## src/rtl/ipts_map.vh

```
`ifndef IPTS_MAP_VH
`define IPTS_MAP_VH

// register byte offsets
`define IPTS_OFF_PRI_LO 8'h40
`define IPTS_OFF_PRI_HI 8'h41
`define IPTS_OFF_SEC_LO 8'h42
`define IPTS_OFF_SEC_HI 8'h43
`define IPTS_OFF_SLAVE 8'h44

// reset values
`define IPTS_RST_CHAN 16'h0000
`define IPTS_RST_SLAVE 8'h00

// reserved bits 11:10 of the channel timing register read zero
`define IPTS_CHAN_MASK 16'hF3FF

// channel timing register field positions
`define IPTS_F_FAST0 0
`define IPTS_F_RDY0 1
`define IPTS_F_POST0 2
`define IPTS_F_DMA0 3
`define IPTS_F_FAST1 4
`define IPTS_F_RDY1 5
`define IPTS_F_POST1 6
`define IPTS_F_DMA1 7
`define IPTS_F_RCT_LO 8
`define IPTS_F_ISP_LO 12
`define IPTS_F_SEPSEL 14

// slave timing register field positions (low bit of each pair)
`define IPTS_F_PRI_RCT1 0
`define IPTS_F_PRI_ISP1 2
`define IPTS_F_SEC_RCT1 4
`define IPTS_F_SEC_ISP1 6

// timing counts in clocks
`define IPTS_ISP_00 3'h5
`define IPTS_ISP_01 3'h4
`define IPTS_ISP_10 3'h3
`define IPTS_RCT_00 3'h4
`define IPTS_RCT_01 3'h3
`define IPTS_RCT_10 3'h2
`define IPTS_RCT_11 3'h1
`define IPTS_COMPAT_ISP 3'h7
`define IPTS_COMPAT_RCT 3'h7

`endif

```

## src/rtl/ipts_engine.v

```verilog
`timescale 1ns/1ps
`default_nettype none

module ipts_engine (
  input wire clk_i, // clock
  input wire srst_i, // sync reset, high
  input wire req_i, // access request, taken while idle
  input wire write_i, // 1 = write strobe
  input wire [2:0] sample_i, // clocks from strobe to first ready sample
  input wire [2:0] recov_i, // min clocks from last sample to next strobe
  input wire ready_en_i, // honour ready line
  input wire post_i, // prefetch/posting allowed
  input wire iordy_i, // synchronised ready line
  output reg rd_n_o, // read strobe, low active
  output reg wr_n_o, // write strobe, low active
  output reg ack_o, // one-cycle completion pulse
  output reg prefetch_o, // current read is a prefetch
  output wire busy_o // engine not idle
);

  localparam ST_IDLE = 3'b001;
  localparam ST_STB = 3'b010;
  localparam ST_REC = 3'b100;

  reg [2:0] state_q;
  reg [2:0] cnt_q;
  reg [2:0] rec_q;
  reg posted_q;
  reg rdy_en_q;

  assign busy_o = (state_q != ST_IDLE);

  always @(posedge clk_i) begin
    if (srst_i) begin
      state_q <= ST_IDLE;
      cnt_q <= 3'h0;
      rec_q <= 3'h0;
      posted_q <= 1'b0;
      rdy_en_q <= 1'b0;
      rd_n_o <= 1'b1;
      wr_n_o <= 1'b1;
      ack_o <= 1'b0;
      prefetch_o <= 1'b0;
    end else begin
      ack_o <= 1'b0;
      case (state_q)
        ST_IDLE: begin
          if (req_i) begin
            state_q <= ST_STB;
            // timing is frozen per access so a register write mid-cycle
            // cannot stretch or cut a strobe already on the cable
            cnt_q <= sample_i - 3'h1;
            rec_q <= recov_i;
            rdy_en_q <= ready_en_i;
            posted_q <= post_i & write_i;
            prefetch_o <= post_i & ~write_i;
            ack_o <= post_i & write_i;
            rd_n_o <= write_i;
            wr_n_o <= ~write_i;
          end
        end
        ST_STB: begin
          if (cnt_q != 3'h0) begin
            cnt_q <= cnt_q - 3'h1;
          end else if (!rdy_en_q || iordy_i) begin
            rd_n_o <= 1'b1;
            wr_n_o <= 1'b1;
            cnt_q <= rec_q - 3'h1;
            ack_o <= ~posted_q;
            state_q <= ST_REC;
          end
        end
        ST_REC: begin
          if (cnt_q == 3'h0) begin
            state_q <= ST_IDLE;
          end else begin
            cnt_q <= cnt_q - 3'h1;
          end
        end
        default: begin
          state_q <= ST_IDLE;
          rd_n_o <= 1'b1;
          wr_n_o <= 1'b1;
        end
      endcase
    end
  end

endmodule

`default_nettype wire

```

## src/rtl/ipts_top.v

```verilog
// Notes on behaviour
// - drive 1 with fast bank clear uses compatible timing, except dma accesses while its dma fast enable bit is one
// - drive 1 fast, separate select clear: shared sample and recovery fields
// - drive 1 fast, separate select set: slave register fields of channel
// - drive 0 dma fast enable: fast only for dma, pio stays compatible
// - drive 0 prefetch and posting only while its enable bit is one
// - drive 0 ready line sampled only while its enable bit is one
// - drive 0 fast bank: clear compatible, set shared sample and recovery; dma fast enable makes dma fast and pio compatible whatever the bank bit
// - secondary drive 1 sample point 5, 4, 3 clocks; code 11 reserved
// - secondary drive 1 recovery 4, 3, 2, 1 clocks for codes 00 to 11
// - primary drive 1 sample point 5, 4, 3 clocks; code 11 reserved
// - primary drive 1 recovery 4, 3, 2, 1 clocks for codes 00 to 11
// - slave timing register read/write, resets to zero, pata only
// - separate select: clear shared for both, set slave for drive 1
// - shared sample point 5, 4, 3 clocks; code 11 reserved
// - shared recovery 4, 3, 2, 1 clocks for codes 00 to 11
`timescale 1ns/1ps
`default_nettype none
`include "ipts_map.vh"

module ipts_top (
  input wire clk_i, // 10 MHz clock
  input wire srst_i, // sync reset, high
  input wire [7:0] cfg_addr_i, // config byte address
  input wire cfg_wr_i, // config byte write strobe
  input wire cfg_rd_i, // config byte read strobe
  input wire [7:0] cfg_wdata_i, // config write data
  output reg [7:0] cfg_rdata_o, // config read data, valid after cfg_rd_i
  input wire [1:0] acc_req_i, // per channel data-port access request
  input wire [1:0] acc_drive1_i, // per channel target is drive 1
  input wire [1:0] acc_dma_i, // per channel access is dma
  input wire [1:0] acc_write_i, // per channel access is a write
  input wire [1:0] iordy_i, // per channel ready pin, asynchronous
  output wire [1:0] dior_n_o, // per channel read strobe, low active
  output wire [1:0] diow_n_o, // per channel write strobe, low active
  output wire [1:0] acc_ack_o, // per channel completion pulse
  output wire [1:0] acc_busy_o, // per channel engine busy
  output wire [1:0] prefetch_o // per channel current read is prefetch
);

  reg [15:0] chan_q [0:1];
  reg [7:0] slave_q;
  reg [1:0] rdy_meta_q;
  reg [1:0] rdy_sync_q;
  wire [4:0] cfg_hit;
  localparam [15:0] CHAN_MASK = `IPTS_CHAN_MASK;

  // sample point code to clocks; reserved 11 falls back to the
  // shortest legal setting rather than an undefined strobe
  function [2:0] isp_clks;
    input [1:0] code;
    begin
      case (code)
        2'h0: isp_clks = `IPTS_ISP_00;
        2'h1: isp_clks = `IPTS_ISP_01;
        default: isp_clks = `IPTS_ISP_10;
      endcase
    end
  endfunction

  function [2:0] rct_clks;
    input [1:0] code;
    begin
      case (code)
        2'h0: rct_clks = `IPTS_RCT_00;
        2'h1: rct_clks = `IPTS_RCT_01;
        2'h2: rct_clks = `IPTS_RCT_10;
        default: rct_clks = `IPTS_RCT_11;
      endcase
    end
  endfunction

  // fast timing qualifier: dma-only enable keeps pio compatible
  function fast_sel;
    input bank;
    input dma_only;
    input is_dma;
    begin
      fast_sel = is_dma ? (bank | dma_only) : (bank & ~dma_only);
    end
  endfunction

  // drive 1 slave fields: primary channel in bits 3:0, secondary in 7:4
  function [1:0] slv_field;
    input [7:0] slv;
    input chan;
    input is_isp;
    begin
      case ({chan, is_isp})
        2'h0: slv_field = slv[`IPTS_F_PRI_RCT1 +: 2];
        2'h1: slv_field = slv[`IPTS_F_PRI_ISP1 +: 2];
        2'h2: slv_field = slv[`IPTS_F_SEC_RCT1 +: 2];
        default: slv_field = slv[`IPTS_F_SEC_ISP1 +: 2];
      endcase
    end
  endfunction

  // one byte lane per mapped address, shared by the write and read paths
  function [4:0] cfg_sel;
    input [7:0] addr;
    begin
      case (addr)
        `IPTS_OFF_PRI_LO: cfg_sel = 5'h01;
        `IPTS_OFF_PRI_HI: cfg_sel = 5'h02;
        `IPTS_OFF_SEC_LO: cfg_sel = 5'h04;
        `IPTS_OFF_SEC_HI: cfg_sel = 5'h08;
        `IPTS_OFF_SLAVE: cfg_sel = 5'h10;
        default: cfg_sel = 5'h00;
      endcase
    end
  endfunction

  assign cfg_hit = cfg_sel(cfg_addr_i);

  // reserved bits 11:10 are dropped on the way in so they always read zero
  always @(posedge clk_i) begin
    if (srst_i) begin
      chan_q[0] <= `IPTS_RST_CHAN;
      chan_q[1] <= `IPTS_RST_CHAN;
      slave_q <= `IPTS_RST_SLAVE;
    end else if (cfg_wr_i) begin
      if (cfg_hit[0]) begin
        chan_q[0][7:0] <= cfg_wdata_i;
      end
      if (cfg_hit[1]) begin
        chan_q[0][15:8] <= cfg_wdata_i & CHAN_MASK[15:8];
      end
      if (cfg_hit[2]) begin
        chan_q[1][7:0] <= cfg_wdata_i;
      end
      if (cfg_hit[3]) begin
        chan_q[1][15:8] <= cfg_wdata_i & CHAN_MASK[15:8];
      end
      if (cfg_hit[4]) begin
        slave_q <= cfg_wdata_i;
      end
    end
  end

  always @(posedge clk_i) begin
    if (srst_i) begin
      cfg_rdata_o <= 8'h00;
    end else if (cfg_rd_i) begin
      case (cfg_hit)
        5'h01: cfg_rdata_o <= chan_q[0][7:0];
        5'h02: cfg_rdata_o <= chan_q[0][15:8];
        5'h04: cfg_rdata_o <= chan_q[1][7:0];
        5'h08: cfg_rdata_o <= chan_q[1][15:8];
        5'h10: cfg_rdata_o <= slave_q;
        default: cfg_rdata_o <= 8'h00;
      endcase
    end
  end

  // ready pins come straight off the cable
  always @(posedge clk_i) begin
    if (srst_i) begin
      rdy_meta_q <= 2'h0;
      rdy_sync_q <= 2'h0;
    end else begin
      rdy_meta_q <= iordy_i;
      rdy_sync_q <= rdy_meta_q;
    end
  end

  genvar c;
  generate
    for (c = 0; c < 2; c = c + 1) begin : g_chan
      wire [15:0] tim;
      wire d1;
      wire fast;
      wire fast0;
      wire fast1;
      wire use_slave;
      wire [1:0] slv_isp;
      wire [1:0] slv_rct;
      wire [1:0] isp_code;
      wire [1:0] rct_code;
      wire [2:0] sample;
      wire [2:0] recov;
      wire rdy_en;
      wire post;

      assign tim = chan_q[c];
      assign d1 = acc_drive1_i[c];
      assign slv_isp = slv_field(slave_q, c == 1, 1'h1);
      assign slv_rct = slv_field(slave_q, c == 1, 1'h0);
      assign fast0 = fast_sel(tim[`IPTS_F_FAST0], tim[`IPTS_F_DMA0],
        acc_dma_i[c]);
      assign fast1 = fast_sel(tim[`IPTS_F_FAST1], tim[`IPTS_F_DMA1],
        acc_dma_i[c]);
      assign fast = d1 ? fast1 : fast0;
      assign use_slave = d1 & tim[`IPTS_F_SEPSEL];
      assign isp_code = use_slave ? slv_isp :
        tim[`IPTS_F_ISP_LO +: 2];
      assign rct_code = use_slave ? slv_rct :
        tim[`IPTS_F_RCT_LO +: 2];
      assign sample = fast ? isp_clks(isp_code) :
        `IPTS_COMPAT_ISP;
      assign recov = fast ? rct_clks(rct_code) :
        `IPTS_COMPAT_RCT;
      assign rdy_en = d1 ? tim[`IPTS_F_RDY1] : tim[`IPTS_F_RDY0];
      assign post = d1 ? tim[`IPTS_F_POST1] : tim[`IPTS_F_POST0];

      ipts_engine u_eng (
        .clk_i(clk_i),
        .srst_i(srst_i),
        .req_i(acc_req_i[c]),
        .write_i(acc_write_i[c]),
        .sample_i(sample),
        .recov_i(recov),
        .ready_en_i(rdy_en),
        .post_i(post),
        .iordy_i(rdy_sync_q[c]),
        .rd_n_o(dior_n_o[c]),
        .wr_n_o(diow_n_o[c]),
        .ack_o(acc_ack_o[c]),
        .prefetch_o(prefetch_o[c]),
        .busy_o(acc_busy_o[c])
      );
    end
  endgenerate

endmodule

`default_nettype wire

```

## config.mk

```make
export PLATFORM = sky130hd
export DESIGN_NAME = ipts_top
export DESIGN_NICKNAME = d
export VERILOG_FILES = /design/src/rtl/ipts_engine.v /design/src/rtl/ipts_top.v
export VERILOG_INCLUDE_DIRS = /design/src /design/src/rtl
export SDC_FILE = /design/constraint.sdc
export NUM_CORES = 1
export LEC_CHECK = 0
export BUFFER_PORTS_ARGS = -buffer_cell sky130_fd_sc_hd__buf_2
export CORE_ASPECT_RATIO = 1.5
export CORE_UTILIZATION = 55
export DETAILED_ROUTE_END_ITERATION = 16
export PLACE_DENSITY = 0.76
export SLEW_MARGIN = 30
export SYNTH_ARGS = -nofsm -noshare
export SYNTH_HDL_FRONTEND = slang
export SYNTH_SLANG_ARGS = --single-unit
```

## constraint.sdc

```tcl
create_clock -name clk_i -period 3.85 [get_ports clk_i]
set_input_delay 0.385 -clock clk_i [delete_from_list [all_inputs] [get_ports clk_i]]
set_output_delay 0.385 -clock clk_i [all_outputs]
set_load 0.005 [all_outputs]
```

## Yosys cells after proc, flatten, opt, wreduce, memory -nomap -nowiden

Memories as Yosys holds them, arrays and structs flattened.
Cells that the tools add are included.

| storage, ports and cells | value |
|---|---|
| register bits after elaboration | 50 |
| bits in writable memories | 28 |
| ROM bits | 0 |
| output and inout bits | 18 |
| input bits | 30 |
| memories kept | 1 |
| bits in latches | 0 |
| word-level logic and storage cells | 202 |

Memories:

| name | depth | bits a word | rd ports | clocked after Yosys merged registers in | write ports | RTL line | text |
|---|---|---|---|---|---|---|---|
| chan_q | 2 | 14 | 2 | 0 | 2 | ipts_top.v:41 | `reg [15:0] chan_q [0:1];` |

| operators by class | value |
|---|---|
| shift-type cells | 0 |
| add/subtract/negate cells | 6 |
| $mul | 0 |
| reduce and logical (&&, ||, !) cells | 23 |
| muxes and demuxes | 86 |
| div/mod/pow operators | 0 |
| bitwise operators | 28 |
| magnitude comparators | 0 |
| equality and inequality tests | 36 |

Operators by type and width:

| kind | count |
|---|---|
| $mux W3 | 20 |
| $pmux W3 S3 | 6 |
| $mux W1 | 42 |
| $eq A8 B7 Y1 const B | 5 |
| $pmux W8 S5 | 1 |
| $pmux W5 S5 | 1 |
| $reduce_and A4 Y1 | 6 |
| $sub A3 B1 Y3 const B | 6 |
| $mux W8 | 2 |
| $mux W6 | 2 |
| $ne A2 B2 Y1 const B | 6 |
| $ne A3 B1 Y1 const B | 4 |
| $pmux W1 S3 | 4 |
| $pmux W3 S2 | 2 |
| $reduce_bool A3 Y1 | 4 |
| $and A1 B1 Y1 | 10 |
| $not A1 Y1 | 10 |
| $eq A2 B1 Y1 const B | 4 |
| $logic_not A2 Y1 | 4 |
| $mux W2 | 4 |
| $ne A2 B1 Y1 const B | 4 |
| $or A1 B1 Y1 | 8 |
| $eq A3 B1 Y1 const B | 2 |
| $eq A3 B2 Y1 const B | 2 |
| other kinds (12) | 20 |

## Depth between registers and ports, before layout

An unclocked memory read counts as a cell.

| logic depth | value |
|---|---|
| depth in word-level cells | 9 |
| mapped depth | 9 |
| mapped depth without buffers | 8 |

## By module

Synthesis repeated with hierarchy kept, for this count alone.

| second synthesis, totals | value |
|---|---|
| cell total of the unflattened synthesis | 438 |
| area, all modules | 4352.9 um^2 |

By module, submodules not included:

| module | area an instance (um^2) | cells an instance | sequential area each (um^2) | instances |
|---|---|---|---|---|
| ipts_top | 2428.6 | 198 | 1241.2 | 1 |
| ipts_engine | 962.2 | 120 | 300.3 | 2 |

## Worst setup path after synthesis

Ideal clock, no wire load.

| path | value |
|---|---|
| kind | in2reg |
| start | input port acc_drive1_i[1] |
| end | register g_chan[1].u_eng.cnt_q[2] |
| arrival | 1.905 ns |
| stages on the path | 8 |
| setup time | 0.135 ns |
| slack | 1.809 ns |
| required time | 3.715 ns |
| cell sequence | buf_2 > or3b_1 > o211ai_2 > nor2b_1 > ha_1 > or3_1 > a31oi_1 > a221oi_2 |

| between the ends | value |
|---|---|
| longest elaborated chain between the ends | 8 |

Ends and longest elaborated chain:

| item | RTL line | text |
|---|---|---|
| from (decl) | ipts_top.v:30 | `input wire [1:0] acc_drive1_i,` |
| $and A1 B1 Y1 | ipts_top.v:193 | `` assign use_slave = d1 & tim[`IPTS_F_SEPSEL]; `` |
| $mux W2 | ipts_top.v:194 | `assign isp_code = use_slave ? slv_isp :` |
| $eq A2 B1 Y1 or $logic_not A2 Y1 (tied branches) | ipts_top.v:53 | `case (code)` |
| $pmux W3 S2 | ipts_top.v:53 |  |
| $mux W3 (no source line) (*) | -- |  |
| $sub A3 B1 Y3 (*) | ipts_engine.v:52 | `cnt_q <= sample_i - 3'h1;` |
| $mux W3 (*) | ipts_engine.v:48 | `if (req_i) begin` |
| $pmux W3 S3 (*) | ipts_engine.v:46 | `case (state_q)` |
| to (signal assigned) | ipts_engine.v:52 |  |
| to (signal assigned) | ipts_engine.v:64 | `cnt_q <= cnt_q - 3'h1;` |
| to (signal assigned) | ipts_engine.v:68 | `cnt_q <= rec_q - 3'h1;` |
| to (decl) | ipts_engine.v:26 | `reg [2:0] cnt_q;` |

Mark *: on every way between the ends. The rest lies on a longest branch, timed or not. The select of a mux whose other input is x is not followed.
A chain may end at the register's enable or synchronous reset.

==> flow_summary_export.csv <==
group,metric,value,unit
synthesis,synthDominantAreaCellType,"sky130_fd_sc_hd__dfxtp_1",
critical_path,timing.setup.critical_path_class,"flip-flop to flip-flop",
synthesis,synth_cell_types,67,
synthesis,ys_seq_area_share,44.09,%
drt,drc_viols,0,
synthesis,post_synth.cell_area_avg,9.947,sq um
global_routing,first_pass_grt_wire_length,14880,microns
critical_path,crit_path_start_kind,"flip-flop",
finish,final_cell_mix,"sky130_fd_sc_hd__dfxtp_1, sky130_fd_sc_hd__buf_2, sky130_fd_sc_hd__nor2_1",
job,max_cap_violations,0,
clock_tree,cts_htree_levels,3,
global_routing,antenna_found_initial,0,
drt,post_drt_wl_per_cell,17.03,microns
power,vdd_ir_drop_max,315.6,uV
timing,final.setup_skew,0.009237,ns
finish,final_common_cell,"sky130_fd_sc_hd__dfxtp_1",
clock_tree,clock_sink_count,78,
synthesis,mappedNetlistArea,4178,sq um
synthesis,synthTopCellsByArea,"sky130_fd_sc_hd__dfxtp_1, sky130_fd_sc_hd__edfxtp_1, sky130_fd_sc_hd__mux2i_1",
timing,hold_viol_final,0,
die,dieHeight,108.7,microns
placement,routabilityCongestion,0.8908,
clock_tree,clockBufferDepth,2,
critical_path,timing.critical_path.arrival,2.43,ns
drt,via_count_of_the_routed_design,3207,
clock_tree,cts_setup_buffers,0,
die,floorplan.die_area,7955,sq um
die,core_area,7274,sq um
power,power_report.internal_total,0.001314,W
power,switching_share,27.32,%
critical_path,crit_path_max_fanout,7,
critical_path,end_kind,"flip-flop",
timing,timing.final.setup_violations,0,
synthesis,synthesis.nets,459,
finish,final.fill_count,635,
finish,final_net_count,486,
die,dieWidth,73.16,microns
synthesis,yosysWarnings,0,
clock_tree,clock_buffer_count_from_cts,9,
finish,final_layout_size_suffix_gt1_share,19.91,%
clock_tree,cts_tree,"built",
clock_tree,gates_resized_cts_repair,0,
clock_tree,postCtsHoldBufs,0,
synthesis,netlist_instances,420,
timing,slew_violations,0,
drt,antenna_left,0,
power,total_switching_power,0.0004939,W
power,pwr-share-clk,32.6,%
synthesis,ys_ff_latch,78,
hold_path,hp-class,"input pin to flip-flop",
die,std_cell_rows,38,
power,p_leak,1.814,nW
timing,finalSetupTns,0,ns
power,report.power.total,0.001808,W
finish,ff_latch_area,1842,sq um
global_routing,vias_in_the_first_global_route,3046,
drt,routed_wl,9401,microns
drt,initialDrtViolationCount,231,
placement,place.detailed.instances,536,
power,power_density,397.6,nW/um^2
finish,area.growth.synth_to_final,8.835,%
clock_tree,clockRootBuffer,"sky130_fd_sc_hd__clkbuf_8",
timing,final.min_clock_period,2.144,ns
power,register_share_of_total_power,51.5,%
power,p_comb_share,15.8,%
synthesis,synth_enable_flop_cells,28,
status,run_status,"finished clean",
finish,fin_util,62.50,%
die,starting_density_of_the_core,57.43,%
timing,timing.max_slew.rel_slack,59.67,%
synthesis,synth_top_cell_area_share,23.96,%
timing,fmax_achieved,466.4,MHz
drt,first_pass_iters,4,
placement,dp_hpwl,7044,microns
placement,port-buffer-count,47,
die,boundaryPins,48,
timing,timing.final.crit_share,55.69,%
drt,drt-vias-per-instance,5.810,
synthesis,ys.flop_type,"sky130_fd_sc_hd__dfxtp_1",
finish,multiInputGateArea,2093,sq um
finish,antenna-diode-count,0,
clock_tree,clock_insertion_delay_worst_skew,0.36,ns
clock_tree,clkSlewWorstSetupHoldPaths,0.08,ns
timing,rsz0062_at_grt,"no",
critical_path,cp.required,4.14,ns
global_routing,gr-total-overflow,0,
finish,layout.cells.non_filler,552,
global_routing,grt_start_max_net_pins,31,
global_routing,aggregate_global_route_resource_usage,25.61,%
timing,worst_pin_slew,0.6050,ns
synthesis,asyncSetResetFlopFracSynth,0,%
## through the flow
| step | instance area [sq um] | setup slack (ns) | hold WS, ns |
|---|---|---|---|
| after global placement | 4363 | 1.743 | 0.4251 |
| after detailed placement | 4363 | 1.664 | 0.4288 |
| after CTS | 4547 | 1.709 | 0.2349 |
| after global routing | 4547 | 1.621 | 0.2748 |
| after floorplan | 4178 | 1.809 | 0.4138 |
| final | 4547 | 1.706 | 0.2387 |
## state kept, by name, indices dropped and copies added, names as in the netlist
| name | cells |
|---|---|
| chan_q | 28 |
| g_chan.u_eng.prefetch_o | 2 |
| g_chan.u_eng.rec_q | 6 |
| slave_q | 8 |
| g_chan.u_eng.state_q | 6 |
| g_chan.u_eng.ack_o | 2 |
| cfg_rdata_o | 8 |
| rdy_sync_q | 2 |
| g_chan.u_eng.rd_n_o | 2 |
| g_chan.u_eng.rdy_en_q | 2 |
| g_chan.u_eng.cnt_q | 6 |
| g_chan.u_eng.wr_n_o | 2 |
| g_chan.u_eng.posted_q | 2 |
| rdy_meta_q | 2 |
## metal layers
layer	global-route usage, %	vias up	part of all wire [%]
met5	0	-	0
met3	4.067	25	4.2
met2	45.90	86	53
met4	14.85	0	3.8
met1	28.02	1529	39
li1	-	1567	-
## logic make-up (layout without fill, tap and decap cells)
family                     count (synthesis)  in the layout  synth area share [%]
muxes                                     33             33                 9.194
DFF                                       78             78                 44.09
and+or+nand+nor                          150            150                 20.78
buffers and inverters                     48             80                 5.810
adders and majority gates                  9              9                 2.695
AOI/OAI and AO/OA                         97             97                 16.38
xor gates and xnor gates                   5              5                 1.048
## synth_stat cells (12+ instances only)
cell,number
sky130_fd_sc_hd__nand3_1,12
sky130_fd_sc_hd__and2_1,16
sky130_fd_sc_hd__a21oi_1,28
sky130_fd_sc_hd__inv_1,16
sky130_fd_sc_hd__mux2i_1,26
sky130_fd_sc_hd__nor2_1,35
sky130_fd_sc_hd__edfxtp_1,28
sky130_fd_sc_hd__o21ai_0,16
sky130_fd_sc_hd__nor2b_1,14
sky130_fd_sc_hd__dfxtp_1,50
sky130_fd_sc_hd__nand2b_1,12
sky130_fd_sc_hd__nand2_1,17
## power by group through the flow
stage / Combinational (W) / Clock (W) / Sequential [W]
final: 0.000286 / 0.000590 / 0.000932
after global routing: 0.000316 / 0.000635 / 0.000936
after floorplan: 0.000233 / 0 / 0.000930
after global placement: 0.000275 / 0 / 0.000948
after CTS: 0.000286 / 0.000595 / 0.000931
after detailed placement: 0.000283 / 0 / 0.000950
## worst max-delay path, cell delays in order (launching register included)
cell and delay (ns):
sky130_fd_sc_hd__edfxtp_1 0.46, sky130_fd_sc_hd__or3_1 0.42, sky130_fd_sc_hd__o211ai_2 0.15, sky130_fd_sc_hd__a21oi_1 0.12, sky130_fd_sc_hd__ha_1 0.32, sky130_fd_sc_hd__or2b_1 0.22
sky130_fd_sc_hd__o41ai_1 0.06, sky130_fd_sc_hd__a211oi_1 0.12, sky130_fd_sc_hd__a211oi_1 0.21
## area by class of cell
type,instances,area share [%]
clock buffers,11,2.889
clock inverters,5,1.156
repair buffers,48,5.338
inverters,16,1.321
flip-flops and latches,78,40.51
well taps,100,2.752
multi-input cells,294,46.04
## worst paths after layout
check	start	end	slack [ns]	depth (start not counted)
worst max-delay path	chan_q[1][3]	g_chan[1].u_eng.cnt_q[1]	1.71	8
worst max register to register	chan_q[1][3]	g_chan[1].u_eng.cnt_q[1]	1.71	8
worst min register to register	rdy_meta_q[1]	rdy_sync_q[1]	0.44	1
worst min-delay path	iordy_i[0]	rdy_meta_q[0]	0.24	2
No activity file was read; power rests on OpenSTA's default activity.
